--- src/logic/vfhs_defs.svh ---
`ifndef VFHS_DEFS_SVH
`define VFHS_DEFS_SVH
// Frame layout, in octets.
`define VFHS_FRAME_SYNC_OCTET_ONE 8'hF6
`define VFHS_FRAME_SYNC_OCTET_TWO 8'h28
`define VFHS_HDR_LEN 9'h005
`define VFHS_FRM_LAST 9'h194
`define VFHS_HALF 9'h0C8
`define VFHS_SLOW_PAR 9'h010
`define VFHS_FAST_MAX 8'hB4
`define VFHS_GEN_STEPS 5'h10
// Field arithmetic and header check.
`define VFHS_GF_POLY 8'h1D
`define VFHS_CRC_POLY 4'h3
`define VFHS_CRC_MASK 24'hFF7E7E
// Timing reference: 768 periods is 256 times 3.
`define VFHS_NTR_BASE 10'h100
// Scrambler taps as history indices (n-18 and n-23).
`define VFHS_SCR_TAP_A 17
`define VFHS_SCR_TAP_B 22
// Register byte addresses.
`define VFHS_A_CTRL 12'h000
`define VFHS_A_IND 12'h004
`define VFHS_A_NTR 12'h008
`define VFHS_A_INJ 12'h00C
`define VFHS_A_STAT 12'h010
// Field positions and masks.
`define VFHS_CTRL_EN 0
`define VFHS_CTRL_DUAL 1
`define VFHS_CTRL_OFFICE 2
`define VFHS_CTRL_F_LSB 8
`define VFHS_CTRL_RF_LSB 16
`define VFHS_IND_MASK 32'h003F3F7F
`endif

--- src/logic/vfhs_pkg.sv ---
`default_nettype none
package vfhs_pkg;
  // Sequencer states.
  typedef enum logic [1:0] {ST_IDLE, ST_BUILD, ST_RUN} vfhs_state_t;
  // Kind of octet at a frame position.
  typedef enum logic [2:0] {
    SG_FRAME_SYNC_OCTET_ONE, SG_FRAME_SYNC_OCTET_TWO, SG_CTRL, SG_FDATA, SG_FPAR, SG_SDATA, SG_SPAR
  } vfhs_seg_t;
endpackage
`default_nettype wire

--- src/logic/vfhs_scr_if.sv ---
`timescale 1ns/1ps
`default_nettype none
interface vfhs_scr_if;
  logic en;
  logic [7:0] din;
  logic [7:0] dout;
  modport scr (input en, input din, output dout);
  modport user (output en, output din, input dout);
endinterface
`default_nettype wire

--- src/logic/vfhs_framer.sv ---
`timescale 1ns/1ps
`default_nettype none
`include "vfhs_defs.svh"
module vfhs_framer import vfhs_pkg::*; (
  // Clock and reset.
  input wire logic i_clock,
  input wire logic i_rstn,
  // APB slave.
  input wire logic i_psel,
  input wire logic i_penable,
  input wire logic i_pwrite,
  input wire logic [11:0] i_paddr,
  input wire logic [31:0] i_pwdata,
  output logic o_pready,
  output logic o_pslverr,
  output logic [31:0] o_prdata,
  // Timing reference tick and payload source.
  input wire logic i_ntr_tick,
  input wire logic [7:0] i_pay_octet,
  output logic o_pay_take,
  // Line octet stream.
  output logic [7:0] o_tx_octet,
  output logic o_tx_valid,
  output logic o_frame_start
);
  vfhs_scr_if hscr ();
  vfhs_scr_if fscr ();
  vfhs_scr_if sscr ();
  vfhs_scrambler u_hscr (.i_clock(i_clock), .i_rstn(i_rstn), .s(hscr));
  vfhs_scrambler u_fscr (.i_clock(i_clock), .i_rstn(i_rstn), .s(fscr));
  vfhs_scrambler u_sscr (.i_clock(i_clock), .i_rstn(i_rstn), .s(sscr));

  // Field multiply, reduced by the primitive polynomial.
  function automatic logic [7:0] gf_mul(input logic [7:0] a,
                                        input logic [7:0] b);
    logic [7:0] r;
    logic [7:0] t;
    r = 8'h00;
    t = a;
    for (int k = 0; k < 8; k++) begin
      if (b[k]) r = r ^ t;
      t = {t[6:0], 1'b0} ^ (t[7] ? `VFHS_GF_POLY : 8'h00);
    end
    return r;
  endfunction

  // Remainder of the message times D^4, first message bit first.
  function automatic logic [3:0] crc4(input logic [23:0] m);
    logic [3:0] r;
    r = 4'h0;
    for (int k = 23; k >= 0; k--) begin
      r = {r[2:0], 1'b0} ^ ((m[k] ^ r[3]) ? `VFHS_CRC_POLY : 4'h0);
    end
    return r;
  endfunction

  // Reference periods between markers: 768 over gcd(768, N).
  function automatic logic [9:0] ntr_per(input logic [9:0] n);
    logic [9:0] p;
    logic run;
    p = `VFHS_NTR_BASE;
    run = 1'b1;
    for (int k = 0; k < 8; k++) begin
      if (run && !n[k]) p = p >> 1;
      else run = 1'b0;
    end
    // The factor three stays in the period unless N cancels it.
    if ((n % 10'h003) != 10'h000) p = 10'(p + (p << 1));
    return p;
  endfunction

  // Octet kind at a frame position for Fast length f and parity rf.
  function automatic vfhs_seg_t seg_of(input logic [8:0] pos,
                                       input logic [7:0] f,
                                       input logic [4:0] rf);
    logic [8:0] h;
    h = 9'(pos - `VFHS_HDR_LEN);
    if (h >= `VFHS_HALF) h = 9'(h - `VFHS_HALF);
    if (pos == 9'h000) return SG_FRAME_SYNC_OCTET_ONE;
    if (pos == 9'h001) return SG_FRAME_SYNC_OCTET_TWO;
    if (pos < `VFHS_HDR_LEN) return SG_CTRL;
    if (h < {1'b0, f}) begin
      return (h < 9'({1'b0, f} - {4'h0, rf})) ? SG_FDATA : SG_FPAR;
    end
    return (h < 9'(`VFHS_HALF - `VFHS_SLOW_PAR)) ? SG_SDATA : SG_SPAR;
  endfunction

  // Registers.
  logic en_ff, dual_ff, office_ff;
  logic [7:0] fl_ff;
  logic [4:0] rf_ff;
  logic [31:0] ind_ff;
  logic [9:0] ntr_n_ff, ntr_cnt_ff;
  logic ntr_pend_ff, inj_slow_ff, inj_fast_ff;
  logic [15:0] frm_cnt_ff;
  logic pready_ff, pslverr_ff;
  logic [31:0] prdata_ff;
  vfhs_state_t st_ff, nxt_st;
  vfhs_seg_t seg, prev_seg_ff;
  logic [8:0] pos_ff, nxt_pos;
  logic [4:0] step_ff;
  logic [7:0] alpha_ff;
  logic [7:0] g_ff [0:16];
  logic [7:0] gf_ff [0:15];
  logic [7:0] ps_ff [0:15];
  logic [7:0] pf_ff [0:15];
  logic [23:0] hdr_ff;
  logic [7:0] tx_octet_ff;
  logic tx_valid_ff, frame_start_ff, take_ff;

  // Effective frame shape; a bad dual setting falls back to single.
  logic cfg_ok, acc, wr, cfg_wr, run, bld, slow_first, fast_first;
  logic [7:0] eff_f;
  logic [4:0] eff_rf, rf_top;
  // Fast length even 2..180, parity 0/2/4/16, not above length.
  assign cfg_ok = !fl_ff[0] && fl_ff >= 8'h02 && fl_ff <= `VFHS_FAST_MAX &&
                  (rf_ff == 5'h00 || rf_ff == 5'h02 || rf_ff == 5'h04 ||
                   rf_ff == 5'h10) && {3'h0, rf_ff} <= fl_ff;
  // single latency uses no Fast octets at all.
  assign eff_f = (dual_ff && cfg_ok) ? fl_ff : 8'h00;
  assign eff_rf = (dual_ff && cfg_ok) ? rf_ff : 5'h00;
  assign rf_top = 5'(eff_rf - 5'h01);
  assign run = st_ff == ST_RUN;
  assign bld = st_ff == ST_BUILD;
  assign seg = seg_of(pos_ff, eff_f, eff_rf);
  assign slow_first = run && seg == SG_SPAR && prev_seg_ff != SG_SPAR;
  assign fast_first = run && seg == SG_FPAR && prev_seg_ff != SG_FPAR;
  assign acc = i_psel && i_penable && pready_ff;
  assign wr = acc && i_pwrite;
  assign cfg_wr = wr && i_paddr == `VFHS_A_CTRL;

  // APB handshake: one access cycle, answer prepared in setup.
  always_ff @(posedge i_clock) begin
    if (!i_rstn) begin
      pready_ff <= 1'b0;
      pslverr_ff <= 1'b0;
      prdata_ff <= 32'h00000000;
    end else begin
      pready_ff <= i_psel && !i_penable;
      if (i_psel && !i_penable) begin
        pslverr_ff <= 1'b0;
        prdata_ff <= 32'h00000000;
        case (i_paddr)
          `VFHS_A_CTRL: prdata_ff <= {11'h000, rf_ff, fl_ff, 5'h00,
                                      office_ff, dual_ff, en_ff};
          `VFHS_A_IND: prdata_ff <= ind_ff;
          `VFHS_A_NTR: prdata_ff <= {22'h000000, ntr_n_ff};
          `VFHS_A_INJ: prdata_ff <= {30'h00000000, inj_fast_ff, inj_slow_ff};
          `VFHS_A_STAT: prdata_ff <= {frm_cnt_ff, 13'h0000, run,
                                      dual_ff && !cfg_ok, bld};
          default: pslverr_ff <= 1'b1;
        endcase
      end
    end
  end

  // Configuration and indicator registers.
  always_ff @(posedge i_clock) begin
    if (!i_rstn) begin
      en_ff <= 1'b0;
      dual_ff <= 1'b0;
      office_ff <= 1'b0;
      fl_ff <= 8'h00;
      rf_ff <= 5'h00;
      ind_ff <= 32'h00000000;
      ntr_n_ff <= 10'h000;
    end else begin
      if (cfg_wr) begin
        en_ff <= i_pwdata[`VFHS_CTRL_EN];
        dual_ff <= i_pwdata[`VFHS_CTRL_DUAL];
        office_ff <= i_pwdata[`VFHS_CTRL_OFFICE];
        fl_ff <= i_pwdata[`VFHS_CTRL_F_LSB +: 8];
        rf_ff <= i_pwdata[`VFHS_CTRL_RF_LSB +: 5];
      end
      // indicator levels are taken as written: 1 flags a defect.
      if (wr && i_paddr == `VFHS_A_IND) ind_ff <= i_pwdata & `VFHS_IND_MASK;
      if (wr && i_paddr == `VFHS_A_NTR) ntr_n_ff <= i_pwdata[9:0];
    end
  end

  // corruption requests: a new request wins over completion.
  always_ff @(posedge i_clock) begin
    if (!i_rstn) begin
      inj_slow_ff <= 1'b0;
      inj_fast_ff <= 1'b0;
    end else begin
      inj_slow_ff <= (inj_slow_ff && !slow_first) ||
                     (wr && i_paddr == `VFHS_A_INJ && i_pwdata[0]);
      inj_fast_ff <= (inj_fast_ff && !fast_first && eff_rf != 5'h00) ||
                     (wr && i_paddr == `VFHS_A_INJ && i_pwdata[1]);
    end
  end

  // count reference ticks and arm a marker each marker period.
  always_ff @(posedge i_clock) begin
    if (!i_rstn || !office_ff) begin
      ntr_cnt_ff <= 10'h000;
      ntr_pend_ff <= 1'b0;
    end else begin
      if (i_ntr_tick) begin
        if (ntr_cnt_ff >= 10'(ntr_per(ntr_n_ff) - 10'h001)) begin
          ntr_cnt_ff <= 10'h000;
        end else begin
          ntr_cnt_ff <= 10'(ntr_cnt_ff + 10'h001);
        end
      end
      ntr_pend_ff <= (ntr_pend_ff && !(run && pos_ff == 9'h000)) ||
                     (i_ntr_tick &&
                      ntr_cnt_ff >= 10'(ntr_per(ntr_n_ff) - 10'h001));
    end
  end

  // Sequencer: build the generator, then walk the frame positions.
  always_comb begin
    nxt_st = st_ff;
    nxt_pos = 9'h000;
    case (st_ff)
      ST_BUILD: if (step_ff == `VFHS_GEN_STEPS) begin
        nxt_st = en_ff ? ST_RUN : ST_IDLE;
      end
      ST_IDLE: if (en_ff) nxt_st = ST_RUN;
      ST_RUN: begin
        if (!en_ff) nxt_st = ST_IDLE;
        nxt_pos = (pos_ff == `VFHS_FRM_LAST) ? 9'h000 : 9'(pos_ff + 9'h001);
      end
      default: nxt_st = ST_IDLE;
    endcase
    if (cfg_wr) nxt_st = ST_BUILD;
    if (nxt_st != ST_RUN) nxt_pos = 9'h000;
  end

  always_ff @(posedge i_clock) begin
    if (!i_rstn) begin
      st_ff <= ST_BUILD;
      pos_ff <= 9'h000;
      prev_seg_ff <= SG_FRAME_SYNC_OCTET_ONE;
    end else begin
      st_ff <= nxt_st;
      pos_ff <= nxt_pos;
      prev_seg_ff <= seg;
    end
  end

  // multiply in (x + mu^i) one root per cycle, mu = 02.
  always_ff @(posedge i_clock) begin
    if (!i_rstn || cfg_wr) begin
      step_ff <= 5'h00;
      alpha_ff <= 8'h01;
      for (int j = 0; j <= 16; j++) g_ff[j] <= (j == 0) ? 8'h01 : 8'h00;
      for (int j = 0; j < 16; j++) gf_ff[j] <= 8'h00;
    end else if (bld && step_ff != `VFHS_GEN_STEPS) begin
      step_ff <= 5'(step_ff + 5'h01);
      alpha_ff <= gf_mul(alpha_ff, 8'h02);
      g_ff[0] <= gf_mul(alpha_ff, g_ff[0]);
      for (int j = 1; j <= 16; j++) begin
        g_ff[j] <= g_ff[j - 1] ^ gf_mul(alpha_ff, g_ff[j]);
      end
      // the Fast generator is the partial product of eff_rf roots.
      if (step_ff == eff_rf) for (int j = 0; j < 16; j++) gf_ff[j] <= g_ff[j];
    end else if (bld && eff_rf == `VFHS_GEN_STEPS) begin
      for (int j = 0; j < 16; j++) gf_ff[j] <= g_ff[j];
    end
  end

  // Scrambler feeds: header, Fast and Slow each have their own history.
  always_comb begin
    hscr.en = 1'b0;
    fscr.en = 1'b0;
    sscr.en = 1'b0;
    hscr.din = 8'h00;
    fscr.din = i_pay_octet;
    sscr.din = i_pay_octet;
    // sync and parity octets bypass scrambling.
    // each stream advances only its own scrambler.
    if (run) begin
      case (seg)
        SG_CTRL: begin
          hscr.en = 1'b1;
          hscr.din = hdr_ff[8'(5'h17 - 5'(8 * (pos_ff - 9'h002))) -: 8];
        end
        SG_FDATA: fscr.en = 1'b1;
        SG_SDATA: sscr.en = 1'b1;
        default: hscr.en = 1'b0;
      endcase
    end
  end

  // systematic encoders: data passes, parity is the remainder.
  // parity starts from zero, the same as after implied zero octets.
  always_ff @(posedge i_clock) begin
    if (!i_rstn || cfg_wr) begin
      for (int j = 0; j < 16; j++) ps_ff[j] <= 8'h00;
      for (int j = 0; j < 16; j++) pf_ff[j] <= 8'h00;
    end else if (run) begin
      case (seg)
        SG_SDATA: begin
          ps_ff[0] <= gf_mul(sscr.dout ^ ps_ff[15], g_ff[0]);
          for (int j = 1; j < 16; j++) begin
            ps_ff[j] <= ps_ff[j - 1] ^ gf_mul(sscr.dout ^ ps_ff[15], g_ff[j]);
          end
        end
        SG_SPAR: begin
          ps_ff[0] <= 8'h00;
          for (int j = 1; j < 16; j++) ps_ff[j] <= ps_ff[j - 1];
        end
        SG_FDATA: if (eff_rf != 5'h00) begin
          pf_ff[0] <= gf_mul(fscr.dout ^ pf_ff[rf_top[3:0]], gf_ff[0]);
          for (int j = 1; j < 16; j++) begin
            pf_ff[j] <= pf_ff[j - 1] ^
                        gf_mul(fscr.dout ^ pf_ff[rf_top[3:0]], gf_ff[j]);
          end
        end
        SG_FPAR: begin
          pf_ff[0] <= 8'h00;
          for (int j = 1; j < 16; j++) pf_ff[j] <= pf_ff[j - 1];
        end
        default: pf_ff[0] <= pf_ff[0];
      endcase
    end
  end

  // Header capture at the first sync octet.
  // check bits come from the unscrambled control octets.
  // marker bit is bit 0 of the first control octet.
  // only the office side sets the marker.
  always_ff @(posedge i_clock) begin
    logic [23:0] raw;
    logic [3:0] c;
    raw = {ind_ff[6:0], ntr_pend_ff && office_ff, 1'b0, ind_ff[13:8],
           2'h0, ind_ff[21:16], 1'b0};
    // remainder over the message with check slots zeroed.
    c = crc4(raw & `VFHS_CRC_MASK);
    if (!i_rstn) begin
      hdr_ff <= 24'h000000;
    end else if (run && pos_ff == 9'h000) begin
      // check bits around the indicator fields.
      hdr_ff <= {raw[23:16], c[3], raw[14:9], c[2], c[1], raw[6:1], c[0]};
    end
  end

  // Output octet, one per clock while running.
  // octets leave whole; the line side sends bit 7 first.
  always_ff @(posedge i_clock) begin
    if (!i_rstn) begin
      tx_octet_ff <= 8'h00;
      tx_valid_ff <= 1'b0;
      frame_start_ff <= 1'b0;
      take_ff <= 1'b0;
      frm_cnt_ff <= 16'h0000;
    end else begin
      tx_valid_ff <= run;
      frame_start_ff <= run && pos_ff == 9'h000;
      // Fast and Slow codeword data, channel octets included, come from the user.
      take_ff <= nxt_st == ST_RUN &&
                 (seg_of(nxt_pos, eff_f, eff_rf) == SG_FDATA ||
                  seg_of(nxt_pos, eff_f, eff_rf) == SG_SDATA);
      if (run && pos_ff == 9'h000) frm_cnt_ff <= 16'(frm_cnt_ff + 16'h0001);
      case (seg)
        // fixed sync pair heads every frame.
        // the receiver can hunt for it at expected positions.
        SG_FRAME_SYNC_OCTET_ONE: tx_octet_ff <= `VFHS_FRAME_SYNC_OCTET_ONE;
        SG_FRAME_SYNC_OCTET_TWO: tx_octet_ff <= `VFHS_FRAME_SYNC_OCTET_TWO;
        SG_CTRL: tx_octet_ff <= hscr.dout;
        SG_FDATA: tx_octet_ff <= fscr.dout;
        SG_SDATA: tx_octet_ff <= sscr.dout;
        // first parity octet is inverted when a request is pending.
        SG_FPAR: tx_octet_ff <= pf_ff[rf_top[3:0]] ^
                                ((fast_first && inj_fast_ff) ? 8'hFF : 8'h00);
        SG_SPAR: tx_octet_ff <= ps_ff[15] ^
                                ((slow_first && inj_slow_ff) ? 8'hFF : 8'h00);
        default: tx_octet_ff <= 8'h00;
      endcase
    end
  end

  assign o_pready = pready_ff;
  assign o_pslverr = pslverr_ff;
  assign o_prdata = prdata_ff;
  assign o_pay_take = take_ff;
  assign o_tx_octet = tx_octet_ff;
  assign o_tx_valid = tx_valid_ff;
  assign o_frame_start = frame_start_ff;

  // Helper for assertions: cycles since the last frame start.
  logic [8:0] gap_ff;
  logic seen_ff;
  logic [7:0] slow_top;
  assign slow_top = ps_ff[15];
  always_ff @(posedge i_clock) begin
    if (!i_rstn || !tx_valid_ff) begin
      gap_ff <= 9'h000;
      seen_ff <= 1'b0;
    end else begin
      gap_ff <= frame_start_ff ? 9'h001 : 9'(gap_ff + 9'h001);
      seen_ff <= seen_ff || frame_start_ff;
    end
  end

  AST_SYNC: assert property (@(posedge i_clock) disable iff (!i_rstn)
    o_frame_start |-> o_tx_octet == 8'hF6 ##1 o_tx_octet == 8'h28)
    else $error("Frame does not open with the sync pair.");
  AST_FRAME_LEN: assert property (@(posedge i_clock) disable iff (!i_rstn)
    o_frame_start && seen_ff && o_tx_valid |-> gap_ff == 9'h195)
    else $error("Frame length is not 405 octets.");
  AST_CRC: assert property (@(posedge i_clock) disable iff (!i_rstn)
    o_frame_start |-> crc4(hdr_ff & 24'hFF7E7E) ==
      {hdr_ff[15], hdr_ff[8], hdr_ff[7], hdr_ff[0]})
    else $error("Header check bits do not match the control octets.");
  AST_NTR: assert property (@(posedge i_clock) disable iff (!i_rstn)
    o_frame_start && hdr_ff[16] |-> office_ff)
    else $error("Marker bit set on a remote-side device.");
  AST_BUILD: assert property (@(posedge i_clock) disable iff (!i_rstn)
    $rose(bld) && !cfg_wr |-> ##16 bld ##1 !bld)
    else $error("Generator build does not take 17 cycles.");
  AST_INJ: assert property (@(posedge i_clock) disable iff (!i_rstn)
    slow_first && inj_slow_ff && !cfg_wr |=> o_tx_octet == ~$past(slow_top))
    else $error("Requested parity corruption not applied.");
  AST_APB_RDY: assert property (@(posedge i_clock) disable iff (!i_rstn)
    i_psel && !i_penable |=> o_pready)
    else $error("Access phase without ready.");
  COV_FRAME: cover property (@(posedge i_clock) disable iff (!i_rstn)
    o_frame_start && seen_ff);
  COV_DUAL: cover property (@(posedge i_clock) disable iff (!i_rstn)
    run && seg == SG_FPAR);
  COV_MARK: cover property (@(posedge i_clock) disable iff (!i_rstn)
    o_frame_start && hdr_ff[16]);
  COV_INJ: cover property (@(posedge i_clock) disable iff (!i_rstn)
    slow_first && inj_slow_ff);
endmodule
`default_nettype wire

--- src/logic/vfhs_scrambler.sv ---
`timescale 1ns/1ps
`default_nettype none
`include "vfhs_defs.svh"
module vfhs_scrambler import vfhs_pkg::*; (
  // Clock and reset.
  input wire logic i_clock,
  input wire logic i_rstn,
  // Octet in and scrambled octet out.
  vfhs_scr_if.scr s
);
  logic [22:0] hist_ff;
  logic [22:0] nxt_hist;
  logic [7:0] nxt_out;

  // self-synchronous recursion: each bit mixes in outputs 18 and 23 back.
  always_comb begin
    logic b;
    b = 1'b0;
    nxt_hist = hist_ff;
    nxt_out = 8'h00;
    for (int k = 7; k >= 0; k--) begin
      b = s.din[k] ^ nxt_hist[`VFHS_SCR_TAP_A] ^ nxt_hist[`VFHS_SCR_TAP_B];
      nxt_out[k] = b;
      nxt_hist = {nxt_hist[21:0], b};
    end
    s.dout = nxt_out;
  end

  // history cleared at reset, advanced only for processed octets.
  always_ff @(posedge i_clock) begin
    if (!i_rstn) begin
      hist_ff <= 23'h000000;
    end else if (s.en) begin
      hist_ff <= nxt_hist;
    end
  end

  AST_SCR_HOLD: assert property (@(posedge i_clock) disable iff (!i_rstn)
    !s.en |=> $stable(hist_ff))
    else $error("Scrambler history moved without an octet.");
  AST_SCR_FIRST: assert property (@(posedge i_clock) disable iff (!i_rstn)
    s.en |-> s.dout[7] == (s.din[7] ^ hist_ff[17] ^ hist_ff[22]))
    else $error("Scrambler first bit does not follow the recursion.");
endmodule
`default_nettype wire

--- config.mk ---
export PLATFORM = sky130hd
export DESIGN_NAME = vfhs_framer
export DESIGN_NICKNAME = d
export VERILOG_FILES = /design/src/logic/vfhs_pkg.sv /design/src/logic/vfhs_scr_if.sv /design/src/logic/vfhs_framer.sv /design/src/logic/vfhs_scrambler.sv
export VERILOG_INCLUDE_DIRS = /design/src /design/src/logic
export SDC_FILE = /design/constraint.sdc
export NUM_CORES = 2
export LEC_CHECK = 0
export ABC_CLOCK_PERIOD_IN_PS = 17100
export CAP_MARGIN = 20
export CORE_UTILIZATION = 35
export CTS_BUF_LIST = sky130_fd_sc_hd__clkbuf_8
export DETAILED_ROUTE_END_ITERATION = 7
export DONT_BUFFER_PORTS = 1
export REMOVE_ABC_BUFFERS = 1
export SLEW_MARGIN = 25
export SYNTH_ARGS = -nofsm -noshare
export SYNTH_HDL_FRONTEND = slang
export SYNTH_SLANG_ARGS = --single-unit
--- constraint.sdc ---
create_clock -name i_clock -period 17.1 [get_ports i_clock]
set_input_delay 0.855 -clock i_clock [delete_from_list [all_inputs] [get_ports i_clock]]
set_output_delay 0.855 -clock i_clock [all_outputs]
set_load 0.02 [all_outputs]
# Word level (Yosys, flattened, before mapping)
# Memories as Yosys holds them, arrays and structs flattened.
# Cells that the tools add are included.
# Widths: inputs -> output; s select.
op_classes:
  n_addsub: 16
  div: 1
  order_cmp: 15
  eq_ne: 28
  n_shift: 1
  muxes: 1881
  bitwise_logic: 618
  reduce_logical: 80
ops:
  columns: ["cell", "n"]
  rows:
  - ["$mux 8", 1679]
  - ["$xor 8x8->8", 393]
  - ["$mux 10", 23]
  - ["$xor 8x5->8", 21]
  - ["$pmux 32 s5", 1]
  - ["$or 1x1->1", 114]
  - ["$mux 5", 22]
  - ["$mux 1", 97]
  - ["$xor 4x2->4", 22]
  - ["$xor 1x1->1", 65]
  - ["$mux 9", 7]
  - ["$mux 2", 31]
  - ["$mux 3", 19]
  - ["$pmux 8 s7", 1]
  - ["$logic_and 1x1->1", 46]
  - ["$shiftx 31x9->8", 1]
  - ["$eq 12x4->1 const B", 2]
  - ["$add 10x10->10", 2]
  - ["$ge 10x10->1", 2]
  - ["$sub 10x1->10 const B", 2]
  - ["$eq 9x1->1 const B", 2]
  - ["$ge 9x8->1 const B", 2]
  - ["$logic_not 9->1", 2]
  - ["$lt 9x3->1 const B", 2]
  - ["45 further kinds", 82]
word_totals:
  reg_bits: 239
  ramBits: 520
  input_bits: 58
  n_memories: 4
memory_table:
  columns: ["name", "words", "word_bits", "read_ports", "rd_ports_with_merged_regs", "wr", "line", "source"]
  rows:
  - ["g_ff", 17, 8, 17, 0, 17, "vfhs_framer.sv:103", "logic [7:0] g_ff [0:16];"]
  - ["gf_ff", 16, 8, 16, 0, 16, "vfhs_framer.sv:104", "logic [7:0] gf_ff [0:15];"]
  - ["pf_ff", 16, 8, 16, 0, 16, "vfhs_framer.sv:106", "logic [7:0] pf_ff [0:15];"]
  - ["ps_ff", 16, 8, 16, 0, 16, "vfhs_framer.sv:105", "logic [7:0] ps_ff [0:15];"]

# Longest topological paths before layout
logic_depth:
  depth_word: 66
  mapped_depth: 36

# By module
# Synthesis repeated with hierarchy kept, for this count alone.
unflattened:
  hier_cells: 10508
  hier_area_um2: 79852.8
by_module_without_submodules:
  columns: ["mod", "n_inst", "cells_per_inst", "area_each_um2", "seq_area_each_um2"]
  rows:
  - ["vfhs_framer", 1, 10262, 76669.8, 18457.7]
  - ["vfhs_scrambler", 3, 82, 1061.0, 460.4]

# Worst setup path before layout
# No wires, ideal clock.
synth_timing:
  kind: "reg-to-reg"
  from: "reg fl_ff[2]"
  to: "mem ps_ff[1][2] (netlist: ps_ff[0][10]) (enable)"
  setup_time_ps: 416
  arrival_time_ps: 6072
  required_time_ps: 16684
  setup_slack_ps: 10613
  stages_incl_launch_ff: 25
  synth_period_minus_slack_ps: 6487
  cell_sequence: "dfxtp_1 inv_1 ha_1 o211ai_1 a21oi_1 o211a_4 nor2_1 and2_1 clkbuf_1 nand2_1 fa_1 inv_1 ha_1 a21o_1 a21o_1 a21o_1 a21o_1 a21o_1 a21o_1 a21oi_1 o21ai_0 a21boi_2 o21ai_1 nor2_1 or3_1"
synth_lines:
  columns: ["item", "line", "source"]
  rows:
  - ["start: declaration", "vfhs_framer.sv:90", "logic [7:0] fl_ff;"]
  - ["start signal: assignment", "vfhs_framer.sv:172", "fl_ff <= i_pwdata[`VFHS_CTRL_F_LSB +: 8];"]
  - ["end: declaration", "vfhs_framer.sv:105", null]

==> flow_summary.ini <==
[logic_synthesis]
number_of_enable_flip_flop_cells_after_synthesis = 480
number_of_distinct_library_cell_variants_in_the_gate_level_netlist_after_synthesis = 87
post_synth_instance_area_um2 = 78310
asyncSetResetFlopFracSynth = 0
postSynthRegisterBits = 751
synth.yosys.seq_area_share = 0.2534
ys.flop_type = sky130_fd_sc_hd__edfxtp_1
post_syn_instances = 10546
syn_avg_cell_area_um2 = 7.425
yosys_warnings = 0

[floorplanning]
floorplan.core_area_um2 = 222300
die_area_um2 = 225600
ioPinCount = 103
start_util = 0.3522
die-height_um = 475
fp.dieW_um = 475
rows = 173

[worst_hold_path]
worst_hold_path_type = in -> reg
hold_path_depth = 2
hold_end = rf_ff[1]
hold_path_startpoint = i_pwdata[17]

[cts]
worst_setup_hold_path_clk_slew_ns = 0.06
cts_resized = 0
cts-htree-levels = 4
cts_tree = done
cts.sinks = 751
cts_root_buf = sky130_fd_sc_hd__clkbuf_8
clk_latency_ns = 0.96
tritoncts.num_buffers = 153
clk_path_buf_depth = 3

[grt]
grt_start_max_net_pins = 255
first_global_vias = 68497
initial_antenna_violation_count = 15
grt_first_pass_wirelength_mm = 431.1
grt_overflow = 0
groute.usage.overall = 0.2493

[critical_path]
r2r_setup_slack_ns = 8.50
crit_path_start = rf_ff[2]
critical_path_maximum_fanout = 63
r2r_start = rf_ff[2]
worstSetupEndpointType = flip-flop
critPathLaunchType = flip-flop
required_ns = 17.85
cp_data_arrival_time_ns = 9.35
r2r_end = pf_ff[9][4]
reg2regPathDepth = 22
worstSetupPathType = reg -> reg

[drt]
detail-route-antenna-nets = 0
drt_wl_total_mm = 289.2
vias = 72297
dr_pass1_iterations = 6
route.detailed.wl_per_inst_um = 22.10
drc = 0
detail_route.iter0.violations = 8616
post_drt_via_cell_ratio = 5.523

[power_and_ir_drop]
total_leakage_power_nw = 27.13
netSwitchingFraction = 0.5328
sequentialPowerShare = 0.208
ir_worst_vdd_v = 0.0004775
power.share.clock = 0.132
power_spent_charging_and_discharging_nets_mw = 8.404
power.combinational.fraction = 0.660
power_density_nw_per_um2 = 187.2
p_int_mw = 7.368

[finish]
finish.instance_area_um2 = 84270
final_core_utilization = 0.3791
mostFrequentLayoutCells = sky130_fd_sc_hd__nand2_1 (3230), sky130_fd_sc_hd__xnor2_1 (2276), sky130_fd_sc_hd__o21ai_0 (619), sky130_fd_sc_hd__edfxtp_1 (480), sky130_fd_sc_hd__xor2_1 (471)
layout.filler_cells = 22636
most_common_library_cell_in_the_layout_ignoring_fill_and_taps = sky130_fd_sc_hd__nand2_1
area_growth_pct = 7.620
post_route_cells_drive_above_1_share = 0.05620
nets = 10118

[sta]
maxSlewViolCount = 0
final_period_util = 0.5026
rsz0062_at_grt = no
worstMarginPinSlew_ns = 1.148
final-setup-viol-count = 0
max_freq_ghz = 0.1163
worst_clock_skew_ns = 0.05711
slew_headroom = 0.2333
final.min_clock_period_ns = 8.595
setup_tns_ns = 0
final-hold-violation-count = 0

[placed_design]
numPortBuffers = 0
place_congestion = 0.9226
detailed_place_hpwl_mm = 179.7
placed_cell_area_um2 = 80710

[job]
max_cap_violations = 0

[status]
status = finished clean
-- layer usage --
layer  up-vias  GRT usage  routed length, µm
li1      32651          -                  -
met1     34607     0.3249             116200
met2      4017     0.3880             126600
met3      1018    0.04318              29380
met4         4     0.1389              17000
met5         -          0                 31
-- cells by family after synthesis --
family | share of synthesized area
AND/OR/NAND/NOR | 0.2279
XOR/XNOR | 0.3294
AO/OA/AOI/OAI | 0.1064
buffers and inverters | 0.05059
flip-flops | 0.2534
multiplexers | 0.01967
adder cells (fa/ha/maj) | 0.01265
other | 0.00009591
-- power by group through the flow --
stage / Sequential, mW / Clock (mW) / Combinational [mW]
final: 3.28 / 2.08 / 10.4
after CTS: 3.24 / 2.11 / 10.1
after global routing: 3.31 / 2.19 / 10.9
after detailed placement: 3.27 / 0 / 10.1
after floorplan: 2.88 / 0 / 6.89
after global placement: 3.27 / 0 / 9.87
-- sequential cells by signal (all words and copies together) (netlist names), 10 cells and up --
register and count:
ntr_cnt_ff 10, gf_ff 128, u_hscr.hist_ff 23, frm_cnt_ff 16, hdr_ff 24, o_prdata 32, u_fscr.hist_ff 23, u_sscr.hist_ff 23
pf_ff 128, ps_ff 128, g_ff 128, ntr_n_ff 10, ind_ff 19
-- synth_stat cells (87+ instances only) --
cell type / n / area [µm²]
sky130_fd_sc_hd__a21boi_0: 116 / 870.8
sky130_fd_sc_hd__edfxtp_1: 480 / 14410
sky130_fd_sc_hd__clkbuf_1: 702 / 2635
sky130_fd_sc_hd__buf_1: 143 / 536.8
sky130_fd_sc_hd__a21oi_1: 226 / 1131
sky130_fd_sc_hd__dfxtp_1: 271 / 5425
sky130_fd_sc_hd__nand2_1: 3243 / 12170
sky130_fd_sc_hd__o21ai_0: 620 / 3103
sky130_fd_sc_hd__xnor2_1: 2300 / 20140
sky130_fd_sc_hd__or3_1: 121 / 757.0
sky130_fd_sc_hd__nand2b_1: 98 / 613.1
sky130_fd_sc_hd__xor2_1: 502 / 4397
sky130_fd_sc_hd__mux2i_1: 114 / 1141
sky130_fd_sc_hd__nor2_1: 381 / 1430
sky130_fd_sc_hd__inv_1: 87 / 326.6
sky130_fd_sc_hd__and2_1: 156 / 975.9
sky130_fd_sc_hd__a22oi_1: 192 / 1441
-- critical path, stage by stage, from the launching register on --
cell                       delay, ns
sky130_fd_sc_hd__dfxtp_1        0.58
sky130_fd_sc_hd__ha_1           0.33
sky130_fd_sc_hd__o211ai_1       0.17
sky130_fd_sc_hd__a21oi_1        0.08
sky130_fd_sc_hd__o211a_4        0.26
sky130_fd_sc_hd__nor2_1         0.16
sky130_fd_sc_hd__and2_1         0.44
sky130_fd_sc_hd__nand2_1        0.28
sky130_fd_sc_hd__ha_2           0.42
sky130_fd_sc_hd__buf_4          0.55
sky130_fd_sc_hd__mux2i_1        0.50
sky130_fd_sc_hd__mux2i_1        0.12
sky130_fd_sc_hd__mux2_2         0.39
sky130_fd_sc_hd__xnor2_4        0.30
sky130_fd_sc_hd__buf_4          0.74
sky130_fd_sc_hd__buf_4          0.58
sky130_fd_sc_hd__xnor3_2        0.67
sky130_fd_sc_hd__buf_4          0.55
sky130_fd_sc_hd__nand2_1        0.13
sky130_fd_sc_hd__xnor2_1        0.19
sky130_fd_sc_hd__xnor3_1        0.43
sky130_fd_sc_hd__or3_1          0.31
sky130_fd_sc_hd__o21ai_1        0.09
-- how the worst max path moves through the flow --
stage | to | cells past startpoint
6_report | pf_ff[9][4] | 22
4_1_cts | pf_ff[13][5] | 23
3_5_place_dp | pf_ff[13][5] | 23
5_1_grt | pf_ff[9][4] | 22
2_1_floorplan | ps_ff[0][11] | 13
3_3_place_gp | pf_ff[13][5] | 23
-- repair_timing --
item / CTS / global route
endpoints found under the hold margin: 32 / 0
hold buffers: 21 / 0
setup buffers: 0 / 0
-- area by class of cell --
| class | count | area (µm²) | share of cell area |
|---|---|---|---|
| clock buffer | 169 | 2326 | 0.02760 |
| antenna | 8 | 20.02 | 0.0002376 |
| multi-input combinational | 8778 | 55390 | 0.6573 |
| tap | 2975 | 3722 | 0.04417 |
| clock inverter | 111 | 914.6 | 0.01085 |
| timing repair buffer | 210 | 1712 | 0.02031 |
| inverter | 88 | 330.3 | 0.003920 |
| sequential | 751 | 19860 | 0.2356 |
-- through the flow --
stage               setup slack, ns  total power, mW  hold slack (ns)  cells
CTS                           8.472            15.45         0.001390  13079
finish                        8.505            15.77          0.07788  13090
detailed placement            8.526            13.33           0.4554  12778
global route                  8.225            16.44          0.05844  13085
floorplan                     6.861            9.767           0.4412   9617
global placement              8.728            13.14           0.4465  12775
(Power assumes the default switching activity.)
